==> src/ssfs_pkg.sv <==
`default_nettype none

package ssfs_pkg;

   // Input conditioning
   localparam int unsigned SYNC_STAGES = 3;
   // Filter output shows a pin only after the fourth edge past
   // release, so capture must wait for the fifth
   localparam logic [2:0]  SETTLE_CYCLES = 3'h4;
   localparam logic [2:0]  SETTLE_ZERO   = 3'h0;
   localparam logic [2:0]  SETTLE_STEP   = 3'h1;

   // Strap and pin levels
   localparam logic IFSEL_EEPROM   = 1'h1;
   localparam logic IFSEL_SMBUS    = 1'h0;
   localparam logic FPM_SUPPORTED  = 1'h0;
   localparam logic OC_ACTIVE      = 1'h0;
   localparam logic PIN_IDLE       = 1'h1;
   localparam logic OD_LOW         = 1'h0;

   // Reset values of the latched straps
   localparam logic STRAP_IFSEL_RST = 1'h1;
   localparam logic STRAP_FPM_RST   = 1'h1;

   // Index of each conditioned pin
   localparam int unsigned PIN_IFSEL = 0;
   localparam int unsigned PIN_FPM   = 1;
   localparam int unsigned PIN_OC4   = 2;
   localparam int unsigned PIN_SCL   = 3;
   localparam int unsigned PIN_SDA   = 4;
   localparam int unsigned PIN_COUNT = 5;

   typedef enum logic [1:0] {
      ST_SETTLE = 2'h1,
      ST_RUN    = 2'h2
   } ssfs_state_e;

   // Straps as caught at reset release
   typedef struct packed {
      logic eeprom_mode;
      logic fpm_n;
      logic addr_bit1;
   } ssfs_strap_s;

   // Open-drain drive requests of one two-wire engine
   typedef struct packed {
      logic clk_oe;
      logic dat_oe;
   } ssfs_od_s;

endpackage : ssfs_pkg

`default_nettype wire

==> src/ssfs_top.sv <==
`timescale 1ns/1ps
`default_nettype none

// Contract
// - Latch interface-select strap at reset release; high=EEPROM
// - Strap high: two-wire pins serve EEPROM master
// - Strap low: two-wire pins serve SMBus slave
// - Port-4 over-current input low means over-current
// - If enabled, select pin shows upstream suspend high
// - Latch power-management strap at reset release
// - Strap low enables power switching; high unsupported
// - SMBus mode: address bit1 from power strap
// - If enabled, power pin shows SuperSpeed connection
module ssfs_top
   import ssfs_pkg::*;
(
   // Clock and reset
   input  wire logic I_CLK,
   input  wire logic I_RST_N,
   // Strap and status pins (input side)
   input  wire logic I_IFSEL_PIN,
   input  wire logic I_FPM_PIN_N,
   input  wire logic I_OC4_N,
   // Strap pins reused as outputs
   output logic      O_IFSEL_PIN,
   output logic      O_IFSEL_PIN_OE,
   output logic      O_FPM_PIN,
   output logic      O_FPM_PIN_OE,
   // Two-wire pins
   input  wire logic I_TW_CLK,
   input  wire logic I_TW_DAT,
   output logic      O_TW_CLK,
   output logic      O_TW_CLK_OE,
   output logic      O_TW_DAT,
   output logic      O_TW_DAT_OE,
   // EEPROM master engine side
   input  wire logic I_EEP_CLK_OE,
   input  wire logic I_EEP_DAT_OE,
   output logic      O_EEP_EN,
   output logic      O_EEP_CLK,
   output logic      O_EEP_DAT,
   // SMBus slave engine side
   input  wire logic I_SMB_CLK_OE,
   input  wire logic I_SMB_DAT_OE,
   output logic      O_SMB_EN,
   output logic      O_SMB_CLK,
   output logic      O_SMB_DAT,
   output logic      O_SMB_ADDR_BIT1,
   // Additional-feature enables and upstream status
   input  wire logic I_SUSP_STATUS_EN,
   input  wire logic I_CONN_STATUS_EN,
   input  wire logic I_SS_SUSPENDED,
   input  wire logic I_SS_CONNECTED,
   // Decoded configuration and events
   output logic      O_EEPROM_MODE,
   output logic      O_PWR_SW_EN,
   output logic      O_OC4_EVENT,
   output logic      O_STRAPS_VALID
);

   ssfs_state_e      state_q;
   ssfs_state_e      state_d;
   logic [2:0]       settle_q;
   ssfs_strap_s      strap_q;
   logic [PIN_COUNT-1:0] raw;
   logic [PIN_COUNT-1:0] lvl;
   ssfs_od_s         eep_od;
   ssfs_od_s         smb_od;
   ssfs_od_s         sel_od;
   logic             run;

   // Raw pins gathered for conditioning
   assign raw[PIN_IFSEL] = I_IFSEL_PIN;
   assign raw[PIN_FPM]   = I_FPM_PIN_N;
   assign raw[PIN_OC4]   = I_OC4_N;
   assign raw[PIN_SCL]   = I_TW_CLK;
   assign raw[PIN_SDA]   = I_TW_DAT;

   ssfs_sync #(
      .WIDTH   (PIN_COUNT)
   ) u_sync (
      .i_clk   (I_CLK),
      .i_rst_n (I_RST_N),
      .i_raw   (raw),
      .o_level (lvl)
   );

   // Sequencer: wait for the conditioner to fill before sampling
   always_comb begin
      state_d = state_q;
      case (state_q)
         ST_SETTLE: begin
            if (settle_q == SETTLE_CYCLES) begin
               state_d = ST_RUN;
            end
         end
         ST_RUN:  state_d = ST_RUN; // Only a reset leaves here
         default: state_d = ST_SETTLE;
      endcase
   end

   always_ff @(posedge I_CLK or negedge I_RST_N) begin
      if (!I_RST_N) begin
         state_q <= ST_SETTLE;
      end else begin
         state_q <= state_d;
      end
   end

   // Settle counter, counts clock cycles spent in settle
   always_ff @(posedge I_CLK or negedge I_RST_N) begin
      if (!I_RST_N) begin
         settle_q <= SETTLE_ZERO;
      end else if (state_q == ST_SETTLE) begin
         settle_q <= settle_q + SETTLE_STEP;
      end
   end

   assign run = (state_q == ST_RUN);

   // Strap capture: once, on the settle-to-run step; pins not yet
   // driven, so the level seen is the board strap, not our output
   always_ff @(posedge I_CLK or negedge I_RST_N) begin
      if (!I_RST_N) begin
         strap_q.eeprom_mode <= STRAP_IFSEL_RST;
         strap_q.fpm_n       <= STRAP_FPM_RST;
         strap_q.addr_bit1   <= STRAP_FPM_RST;
      end else if (state_q == ST_SETTLE && state_d == ST_RUN) begin
         strap_q.eeprom_mode <= lvl[PIN_IFSEL];
         strap_q.fpm_n       <= lvl[PIN_FPM];
         strap_q.addr_bit1   <= lvl[PIN_FPM];
      end
   end

   // Decoded configuration, stable after capture
   always_ff @(posedge I_CLK or negedge I_RST_N) begin
      if (!I_RST_N) begin
         O_STRAPS_VALID  <= 1'h0;
         O_EEPROM_MODE   <= 1'h0;
         O_PWR_SW_EN     <= 1'h0;
         O_SMB_ADDR_BIT1 <= 1'h0;
         O_EEP_EN        <= 1'h0;
         O_SMB_EN        <= 1'h0;
      end else begin
         O_STRAPS_VALID  <= run;
         O_EEPROM_MODE   <= run && strap_q.eeprom_mode == IFSEL_EEPROM;
         O_PWR_SW_EN     <= run && strap_q.fpm_n == FPM_SUPPORTED;
         O_SMB_ADDR_BIT1 <= run && strap_q.addr_bit1 &&
                            strap_q.eeprom_mode == IFSEL_SMBUS;
         O_EEP_EN <= run && strap_q.eeprom_mode == IFSEL_EEPROM;
         O_SMB_EN <= run && strap_q.eeprom_mode == IFSEL_SMBUS;
      end
   end

   // Over-current only reported when power switching is supported
   always_ff @(posedge I_CLK or negedge I_RST_N) begin
      if (!I_RST_N) begin
         O_OC4_EVENT <= 1'h0;
      end else begin
         O_OC4_EVENT <= run && strap_q.fpm_n == FPM_SUPPORTED &&
                        lvl[PIN_OC4] == OC_ACTIVE;
      end
   end

   // Two-wire mux: only the selected engine may pull the wires low
   assign eep_od.clk_oe = I_EEP_CLK_OE;
   assign eep_od.dat_oe = I_EEP_DAT_OE;
   assign smb_od.clk_oe = I_SMB_CLK_OE;
   assign smb_od.dat_oe = I_SMB_DAT_OE;
   always_comb begin
      sel_od = '0;
      if (run && strap_q.eeprom_mode == IFSEL_EEPROM) begin
         sel_od = eep_od;
      end else if (run) begin
         sel_od = smb_od;
      end
   end

   always_ff @(posedge I_CLK or negedge I_RST_N) begin
      if (!I_RST_N) begin
         O_TW_CLK_OE <= 1'h0;
         O_TW_DAT_OE <= 1'h0;
      end else begin
         O_TW_CLK_OE <= sel_od.clk_oe;
         O_TW_DAT_OE <= sel_od.dat_oe;
      end
   end

   // Open drain: value is always low, enable does the work
   always_ff @(posedge I_CLK or negedge I_RST_N) begin
      if (!I_RST_N) begin
         O_TW_CLK <= OD_LOW;
         O_TW_DAT <= OD_LOW;
      end else begin
         O_TW_CLK <= OD_LOW;
         O_TW_DAT <= OD_LOW;
      end
   end

   // Wire levels to engines; the idle engine sees a quiet bus so a
   // stray pull-down cannot start a false transfer
   always_ff @(posedge I_CLK or negedge I_RST_N) begin
      if (!I_RST_N) begin
         O_EEP_CLK <= PIN_IDLE;
         O_EEP_DAT <= PIN_IDLE;
         O_SMB_CLK <= PIN_IDLE;
         O_SMB_DAT <= PIN_IDLE;
      end else begin
         O_EEP_CLK <= (run && strap_q.eeprom_mode == IFSEL_EEPROM) ?
                      lvl[PIN_SCL] : PIN_IDLE;
         O_EEP_DAT <= (run && strap_q.eeprom_mode == IFSEL_EEPROM) ?
                      lvl[PIN_SDA] : PIN_IDLE;
         O_SMB_CLK <= (run && strap_q.eeprom_mode == IFSEL_SMBUS) ?
                      lvl[PIN_SCL] : PIN_IDLE;
         O_SMB_DAT <= (run && strap_q.eeprom_mode == IFSEL_SMBUS) ?
                      lvl[PIN_SDA] : PIN_IDLE;
      end
   end

   // Strap pins turned status outputs, only after capture
   always_ff @(posedge I_CLK or negedge I_RST_N) begin
      if (!I_RST_N) begin
         O_IFSEL_PIN    <= 1'h0;
         O_IFSEL_PIN_OE <= 1'h0;
         O_FPM_PIN      <= 1'h0;
         O_FPM_PIN_OE   <= 1'h0;
      end else begin
         O_IFSEL_PIN_OE <= run && I_SUSP_STATUS_EN;
         O_IFSEL_PIN    <= run && I_SUSP_STATUS_EN && I_SS_SUSPENDED;
         O_FPM_PIN_OE   <= run && I_CONN_STATUS_EN;
         O_FPM_PIN      <= run && I_CONN_STATUS_EN && I_SS_CONNECTED;
      end
   end

endmodule // ssfs_top

`default_nettype wire

==> src/ssfs_sync.sv <==
`timescale 1ns/1ps
`default_nettype none

module ssfs_sync
   import ssfs_pkg::*;
#(
   parameter int unsigned WIDTH = PIN_COUNT
) (
   // Clock and reset
   input  wire logic             i_clk,
   input  wire logic             i_rst_n,
   // Raw pins and filtered levels
   input  wire logic [WIDTH-1:0] i_raw,
   output logic      [WIDTH-1:0] o_level
);

   logic [WIDTH-1:0] s1_q;
   logic [WIDTH-1:0] s2_q;
   logic [WIDTH-1:0] s3_q;

   // Three stages; pins idle high through reset (pull-ups)
   always_ff @(posedge i_clk or negedge i_rst_n) begin
      if (!i_rst_n) begin
         s1_q <= '1;
         s2_q <= '1;
         s3_q <= '1;
      end else begin
         s1_q <= i_raw;
         s2_q <= s1_q;
         s3_q <= s2_q;
      end
   end

   // A change counts only once stages two and three agree
   genvar g;
   generate
      for (g = 0; g < WIDTH; g++) begin : g_bit
         always_ff @(posedge i_clk or negedge i_rst_n) begin
            if (!i_rst_n) begin
               o_level[g] <= PIN_IDLE;
            end else if (s2_q[g] == s3_q[g]) begin
               o_level[g] <= s3_q[g];
            end
         end
      end
   endgenerate

endmodule // ssfs_sync

`default_nettype wire

==> config.mk <==
export PLATFORM = sky130hd
export DESIGN_NAME = ssfs_top
export DESIGN_NICKNAME = d
export VERILOG_FILES = /design/src/ssfs_pkg.sv /design/src/ssfs_top.sv /design/src/ssfs_sync.sv
export SDC_FILE = /design/constraint.sdc
export NUM_CORES = 1
export LEC_CHECK = 0
export ABC_AREA = 1
export BUFFER_PORTS_ARGS = -buffer_cell sky130_fd_sc_hd__buf_2
export CAP_MARGIN = 20
export CORE_MARGIN = 5
export CORE_UTILIZATION = 45
export DETAILED_ROUTE_END_ITERATION = 16
export GPL_TIMING_DRIVEN = 0
export PLACE_DENSITY = 0.68
export SKIP_CTS_REPAIR_TIMING = 1
export SLEW_MARGIN = 20
export SYNTH_ARGS = -nofsm -noshare
export SYNTH_HDL_FRONTEND = slang
export SYNTH_SLANG_ARGS = --single-unit
==> constraint.sdc <==
create_clock -name I_CLK -period 2.64 [get_ports I_CLK]
set_clock_uncertainty 0.15 [all_clocks]
set_input_delay 0.264 -clock I_CLK [delete_from_list [all_inputs] [get_ports I_CLK]]
set_output_delay 0.264 -clock I_CLK [all_outputs]
set_load 0.03 [all_outputs]
==> results of run 1 <==
==> cells by family (layout without fill, tap and decap cells) <==
group | after synthesis | after routing
buf+inv | 21 | 76
flops | 43 | 43
fa+ha+maj | 9 | 9
compound gates | 7 | 7
simple gates | 27 | 27
xor+xnor | 2 | 2
other cells | 1 | 2
==> metrics by stage <==
step	std cells	total power, W	worst slack [ns]	utilization [%]
after floorplan	111	0.000824	1.18	-
after global placement	188	0.000870	1.10	52.0
final	212	0.00133	0.519	59.8
after detailed placement	188	0.000874	1.05	52.0
after CTS	196	0.00133	1.02	54.9
after global routing	212	0.00140	0.452	59.8
==> worst paths after layout <==
path                                 from              to  slack (ns)  depth (start not counted)
max                            state_q[0]     O_TW_DAT_OE        0.52                          6
min                        u_sync.s1_q[0]  u_sync.s2_q[0]        0.21                          0
max reg2reg                    state_q[0]     O_TW_DAT_OE        0.52                          6
min reg2reg                u_sync.s1_q[0]  u_sync.s2_q[0]        0.21                          0
max in group asynchronous         I_RST_N     O_IFSEL_PIN        1.38                          2
min in group asynchronous         I_RST_N     O_OC4_EVENT        0.41                          2
==> flip-flops by register name, indices dropped and copies added, names as in the netlist, 2 cells and up <==
signal          cells
settle_q            3
state_q             2
strap_q             2
u_sync.o_level      5
u_sync.s1_q         5
u_sync.s2_q         5
u_sync.s3_q         5
==> power groups by stage <==
| stage | combinational [W] | clock, W | sequential (W) |
|---|---|---|---|
| floorplan | 0.0000373 | 0 | 0.000787 |
| global placement | 0.000124 | 0 | 0.000746 |
| detailed placement | 0.000127 | 0 | 0.000748 |
| CTS | 0.000127 | 0.000471 | 0.000736 |
| global route | 0.000159 | 0.000504 | 0.000741 |
| finish | 0.000145 | 0.000453 | 0.000736 |
==> cell usage after synthesis, types with 2 or more instances <==
cell type  count
dfstp_2       27
inv_1         17
dfrtp_1       16
nand2_1       16
maj3_1         5
nor2_1         5
ha_1           4
buf_4          3
o21bai_1       3
a22o_1         2
nand4_1        2
xor2_1         2
==> layout make-up <==
| type | count | share of cell area (%) |
|---|---|---|
| flip-flops and latches | 43 | 56.5 |
| repair buffers | 47 | 16.1 |
| multi-input cells | 47 | 15.0 |
| inverters | 18 | 3.44 |
| clock buffers | 7 | 3.38 |
| well taps | 46 | 2.93 |
| clock inverters | 1 | 1.53 |
| plain buffers | 3 | 1.15 |
==> critical path, cell delays in order (launching register included) <==
cell and delay (ns):
dfstp_2 0.57, inv_1 0.05, ha_1 0.29, nand2_1 0.10, inv_1 0.09, a22o_1 0.21
dlygate4sd3_1 0.55
==> routing by layer <==
metal	vias to the layer above	GRT usage, %	wire, um
met4	0	6.84	29
met2	29	15.6	1090
met5	-	0	0
met3	4	4.16	179
li1	441	-	-
met1	409	12.3	972
==> flow_metrics.env, run 1 <==
export IMPL_status="complete, no violations"
export IMPL_track_usage_pct=10.4
export IMPL_synth_adder_area_share_pct=6.71
export IMPL_synthSimpleGateAreaFrac_pct=8.05
export IMPL_pwr_share_clk_pct=34.0
export IMPL_min_path_type="register to register"
export IMPL_synth_top_flop_cell="dfstp_2"
export IMPL_start_util_pct=45.4
export IMPL_crit_path_max_fanout=8
export IMPL_worst_pin_slew_ns=0.889
export IMPL_drtIter0Drc=67
export IMPL_seq_area_frac_synth_pct=74.4
export IMPL_final_area_sq_mm=0.00196
export IMPL_clockBufferDepth=2
export IMPL_timing_hold_ws_ns=0.213
export IMPL_slew_violations=0
export IMPL_synthMuxAreaShare_pct=0
export IMPL_place_gp_congestion=0.713
export IMPL_worstSetupPathType="register to register"
export IMPL_synth_compound_area_share_pct=3.36
export IMPL_insertion_delay_ns=0.34
export IMPL_post_route_period_util_pct=80.3
export IMPL_clock_sinks=43
export IMPL_setup_violations=0
export IMPL_grt_max_degree=44
export IMPL_synth_distinct_cells=20
export IMPL_die_x_um=67.6
export IMPL_p_leak_nw=0.938
export IMPL_grt_overflow_total=0
export IMPL_synth_top_family_by_area="simple AND/OR/NAND/NOR gates"
export IMPL_dpl_cell_area_sq_mm=0.00171
export IMPL_async_reset_ff_share_pct=100
export IMPL_rsz0062_at_grt="no"
export IMPL_power_density_mw_per_mm2=679
export IMPL_endpoint_kind="register"
export IMPL_drtAntennaViolNets=0
export IMPL_grt_pass1_vias=793
export IMPL_syn_inst=110
export IMPL_avgSynthCellArea_sq_um=13.6
export IMPL_antenna_cells=0
export IMPL_fillers=264
export IMPL_drv_cap=0
export IMPL_root_buffer="clkbuf_4"
export IMPL_synth_cell_area_sq_mm=0.00149
export IMPL_synth_edf_count=0
export IMPL_final_common_cell="buf_2"
export IMPL_period_needed_ns=2.12
export IMPL_core_area_sq_mm=0.00328
export IMPL_final_hold_violation_count=0
export IMPL_tns_ns=0
export IMPL_yosys_warnings=0
export IMPL_synthTopCellsByArea="dfstp_2 (48%), dfrtp_1 (27%), inv_1 (4.3%), nand2_1 (4.0%), ha_1 (3.4%)"
export IMPL_netlist_top_cell_by_area="dfstp_2"
export IMPL_worstPathRequired_ns=2.73
export IMPL_pin_count=34
export IMPL_cts_buffers_inserted=5
export IMPL_worst_endpoint_arrival_ns=2.21
export IMPL_dieArea_sq_mm=0.00457
export IMPL_multiInputGateArea_sq_um=295
export IMPL_drive_gt1_share_pct=43.4
export IMPL_p_seq_share_pct=55.1
export IMPL_seq_area_sq_mm=0.00111
export IMPL_num_vias=883
export IMPL_ir_drop_mv=0.438
export IMPL_dp_hpwl_mm=1.50
export IMPL_fmax_mhz=471
export IMPL_p_switching_w=0.000299
export IMPL_clkSlewWorstSetupHoldPaths_ns=0.11
export IMPL_finalNetCount=184
export IMPL_drcViolationCount=0
export IMPL_avgRoutedWirePerCell_um=10.7
export IMPL_relSlewSlack_pct=40.7
export IMPL_io_buffers=31
export IMPL_combinationalPowerShare_pct=10.9
export IMPL_layout_common_cells="buf_2 (31), dfstp_2 (27), inv_1 (17)"
export IMPL_synth_top_cell_area_share_pct=47.6
export IMPL_drt_first_pass_iters=4
export IMPL_intPower_w=0.00104
export IMPL_htree_num_levels=2
export IMPL_routed_wl_mm=2.27
export IMPL_vias_per_cell=4.17
export IMPL_area_growth_syn_to_layout_pct=31.7
export IMPL_swShare_pct=22.4
export IMPL_antenna_found_initial=0
export IMPL_cts_tree="done"
export IMPL_rows=21
export IMPL_chipHeight_um=67.6
export IMPL_grt_pass1_wl_mm=3.37
export IMPL_synthXorXnorAreaFrac_pct=1.17
export IMPL_synth_seq_cells=43
export IMPL_startpoint_type="register"
Note: power is estimated with default switching activity, not from simulation.
==> run 2, diff against run 1 <==
Settings changed: PLACE_DENSITY 0.68 to 0.71.
Clock period 2.64 ns to 1.7 ns, I/O delays scaled along.
==> run 2 against run 1 <==
  * Total power is 55% higher
  * Sequential share of layout area is 0.51 points higher
  * Largest cell class unchanged
  * Hold slack hardly changed
  * Non-clock buffer count is 2 lower
  * Sequential power is 55% higher
  * Count of clock-buffer cells in the layout stayed put
  * Register-to-register slack worse by 0.41 ns
  * Setup slack worse by 0.41 ns
  * Clock power is 57% higher
  * Sequential cell count stayed put
  * Final cell count is 0.94% lower
==> flow_metrics.env, run 2 (same netlist as run 1, synthesis figures left out) <==
export IMPL_worst_pin_slew_ns=0.879
export IMPL_status="complete, no violations"
export IMPL_seq_area_sq_mm=0.00111
export IMPL_track_usage_pct=10.5
export IMPL_dieArea_sq_mm=0.00457
export IMPL_htree_num_levels=2
export IMPL_hold_start="u_sync.s1_q[1]"
export IMPL_final_hold_violation_count=0
export IMPL_drtAntennaViolNets=0
export IMPL_relSlewSlack_pct=41.4
export IMPL_grt_pass1_wl_mm=3.37
export IMPL_final_area_sq_mm=0.00195
export IMPL_clkSlewWorstSetupHoldPaths_ns=0.12
export IMPL_drive_gt1_share_pct=44.5
export IMPL_io_buffers=31
export IMPL_core_area_sq_mm=0.00328
export IMPL_cts_tree="done"
export IMPL_rsz0062_at_grt="no"
export IMPL_r2r_start="state_q[0]"
export IMPL_rows=21
export IMPL_drtIter0Drc=69
export IMPL_antenna_cells=0
export IMPL_p_leak_nw=0.926
export IMPL_chipHeight_um=67.6
export IMPL_endpoint_kind="register"
export IMPL_slew_violations=0
export IMPL_drt_first_pass_iters=4
export IMPL_final_common_cell="buf_2"
export IMPL_clock_sinks=43
export IMPL_worstPathRequired_ns=1.84
export IMPL_dpl_cell_area_sq_mm=0.00171
export IMPL_cp_slowest_cell="dfstp_2"
export IMPL_root_buffer="clkbuf_4"
export IMPL_area_growth_syn_to_layout_pct=30.5
export IMPL_grt_max_degree=44
export IMPL_period_needed_ns=1.59
export IMPL_vias_per_cell=4.21
export IMPL_fmax_mhz=629
export IMPL_crit_chain="ha_1 -> nor2_2 -> nor2_4 -> nand2_2 -> o21bai_1 -> nand2_1"
export IMPL_startpoint_type="register"
export IMPL_p_total_w=0.00207
export IMPL_pin_count=34
export IMPL_layout_common_cells="buf_2 (31), dfstp_2 (27), inv_1 (17)"
export IMPL_tns_ns=0
export IMPL_antenna_found_initial=0
export IMPL_fillers=268
export IMPL_crit_path_max_fanout=7
export IMPL_worstSetupPathType="register to register"
export IMPL_grt_pass1_vias=757
export IMPL_worstSetupStartpoint="state_q[0]"
export IMPL_power_density_mw_per_mm2=1070
export IMPL_die_x_um=67.6
export IMPL_grt_overflow_total=0
export IMPL_multiInputGateArea_sq_um=298
export IMPL_min_path_type="register to register"
export IMPL_post_route_period_util_pct=93.5
export IMPL_drv_cap=0
export IMPL_worst_endpoint_arrival_ns=1.72
export IMPL_routed_wl_mm=2.33
export IMPL_finalNetCount=182
export IMPL_avgRoutedWirePerCell_um=11.1
export IMPL_setup_violations=0
export IMPL_slowest_delay_ns=0.57
export IMPL_dp_hpwl_mm=1.52
export IMPL_num_vias=884
export IMPL_cts_buffers_inserted=5
export IMPL_ir_drop_mv=0.686
export IMPL_drcViolationCount=0
export IMPL_start_util_pct=45.4
export IMPL_insertion_delay_ns=0.34
export IMPL_clockBufferDepth=2
export IMPL_place_gp_congestion=0.712
==> run 2: changes by cell type in the layout (fill, tap and decap cells not counted), sizes merged <==
| cell | previous run | this run |
|---|---|---|
| dlygate4sd3 | 16 | 14 |
==> run 2: report_power, final <==
group          switching [W]  total [W]  internal [W]
sequential         0.0000237    0.00114       0.00112
combinational       0.000138   0.000220     0.0000820
clock               0.000311   0.000711      0.000400
total               0.000473    0.00207       0.00160
==> run 2: worst paths after layout <==
kind	slack [ns]	endpoint	depth (start not counted)
max	0.11	strap_q[0]	6
min	0.21	u_sync.s2_q[1]	0
max reg2reg	0.11	strap_q[0]	6
min reg2reg	0.21	u_sync.s2_q[1]	0
max in group asynchronous	0.55	O_OC4_EVENT	2
min in group asynchronous	0.31	O_IFSEL_PIN_OE	2
==> run 2: cell type report <==
cell class | instances | area share, %
inverters | 18 | 3.47
flip-flops and latches | 43 | 57.0
clock inverters | 1 | 1.54
well taps | 46 | 2.96
repair buffers | 45 | 15.2
plain buffers | 3 | 1.16
multi-input cells | 47 | 15.3
clock buffers | 7 | 3.41
==> run 2: metrics by stage <==
| stage | hold WS, ns | setup WS, ns | utilization, % | cells |
|---|---|---|---|---|
| finish | 0.213 | 0.111 | 59.3 | 210 |
| global route | 0.217 | 0.00390 | 59.3 | 210 |
| CTS | -0.259 | 0.0748 | 54.9 | 196 |
| detailed placement | 0.127 | 0.105 | 52.0 | 188 |
| global placement | 0.125 | 0.167 | 52.0 | 188 |
| floorplan | -0.276 | 0.244 | - | 111 |
==> run 2: routing by layer <==
layer	GRT usage (%)	vias to the layer above	wire length, um
met5	0	-	0
met1	11.7	412	978
met2	16.5	28	1140
met4	6.84	0	52
met3	4.16	7	156
li1	-	437	-
==> run 2: critical path, delay by kind of cell, from the launching register on <==
family	cells	cell delay, ns
compound gates	1	0.13
fa+ha+maj	1	0.32
flops	1	0.57
simple gates	4	0.36
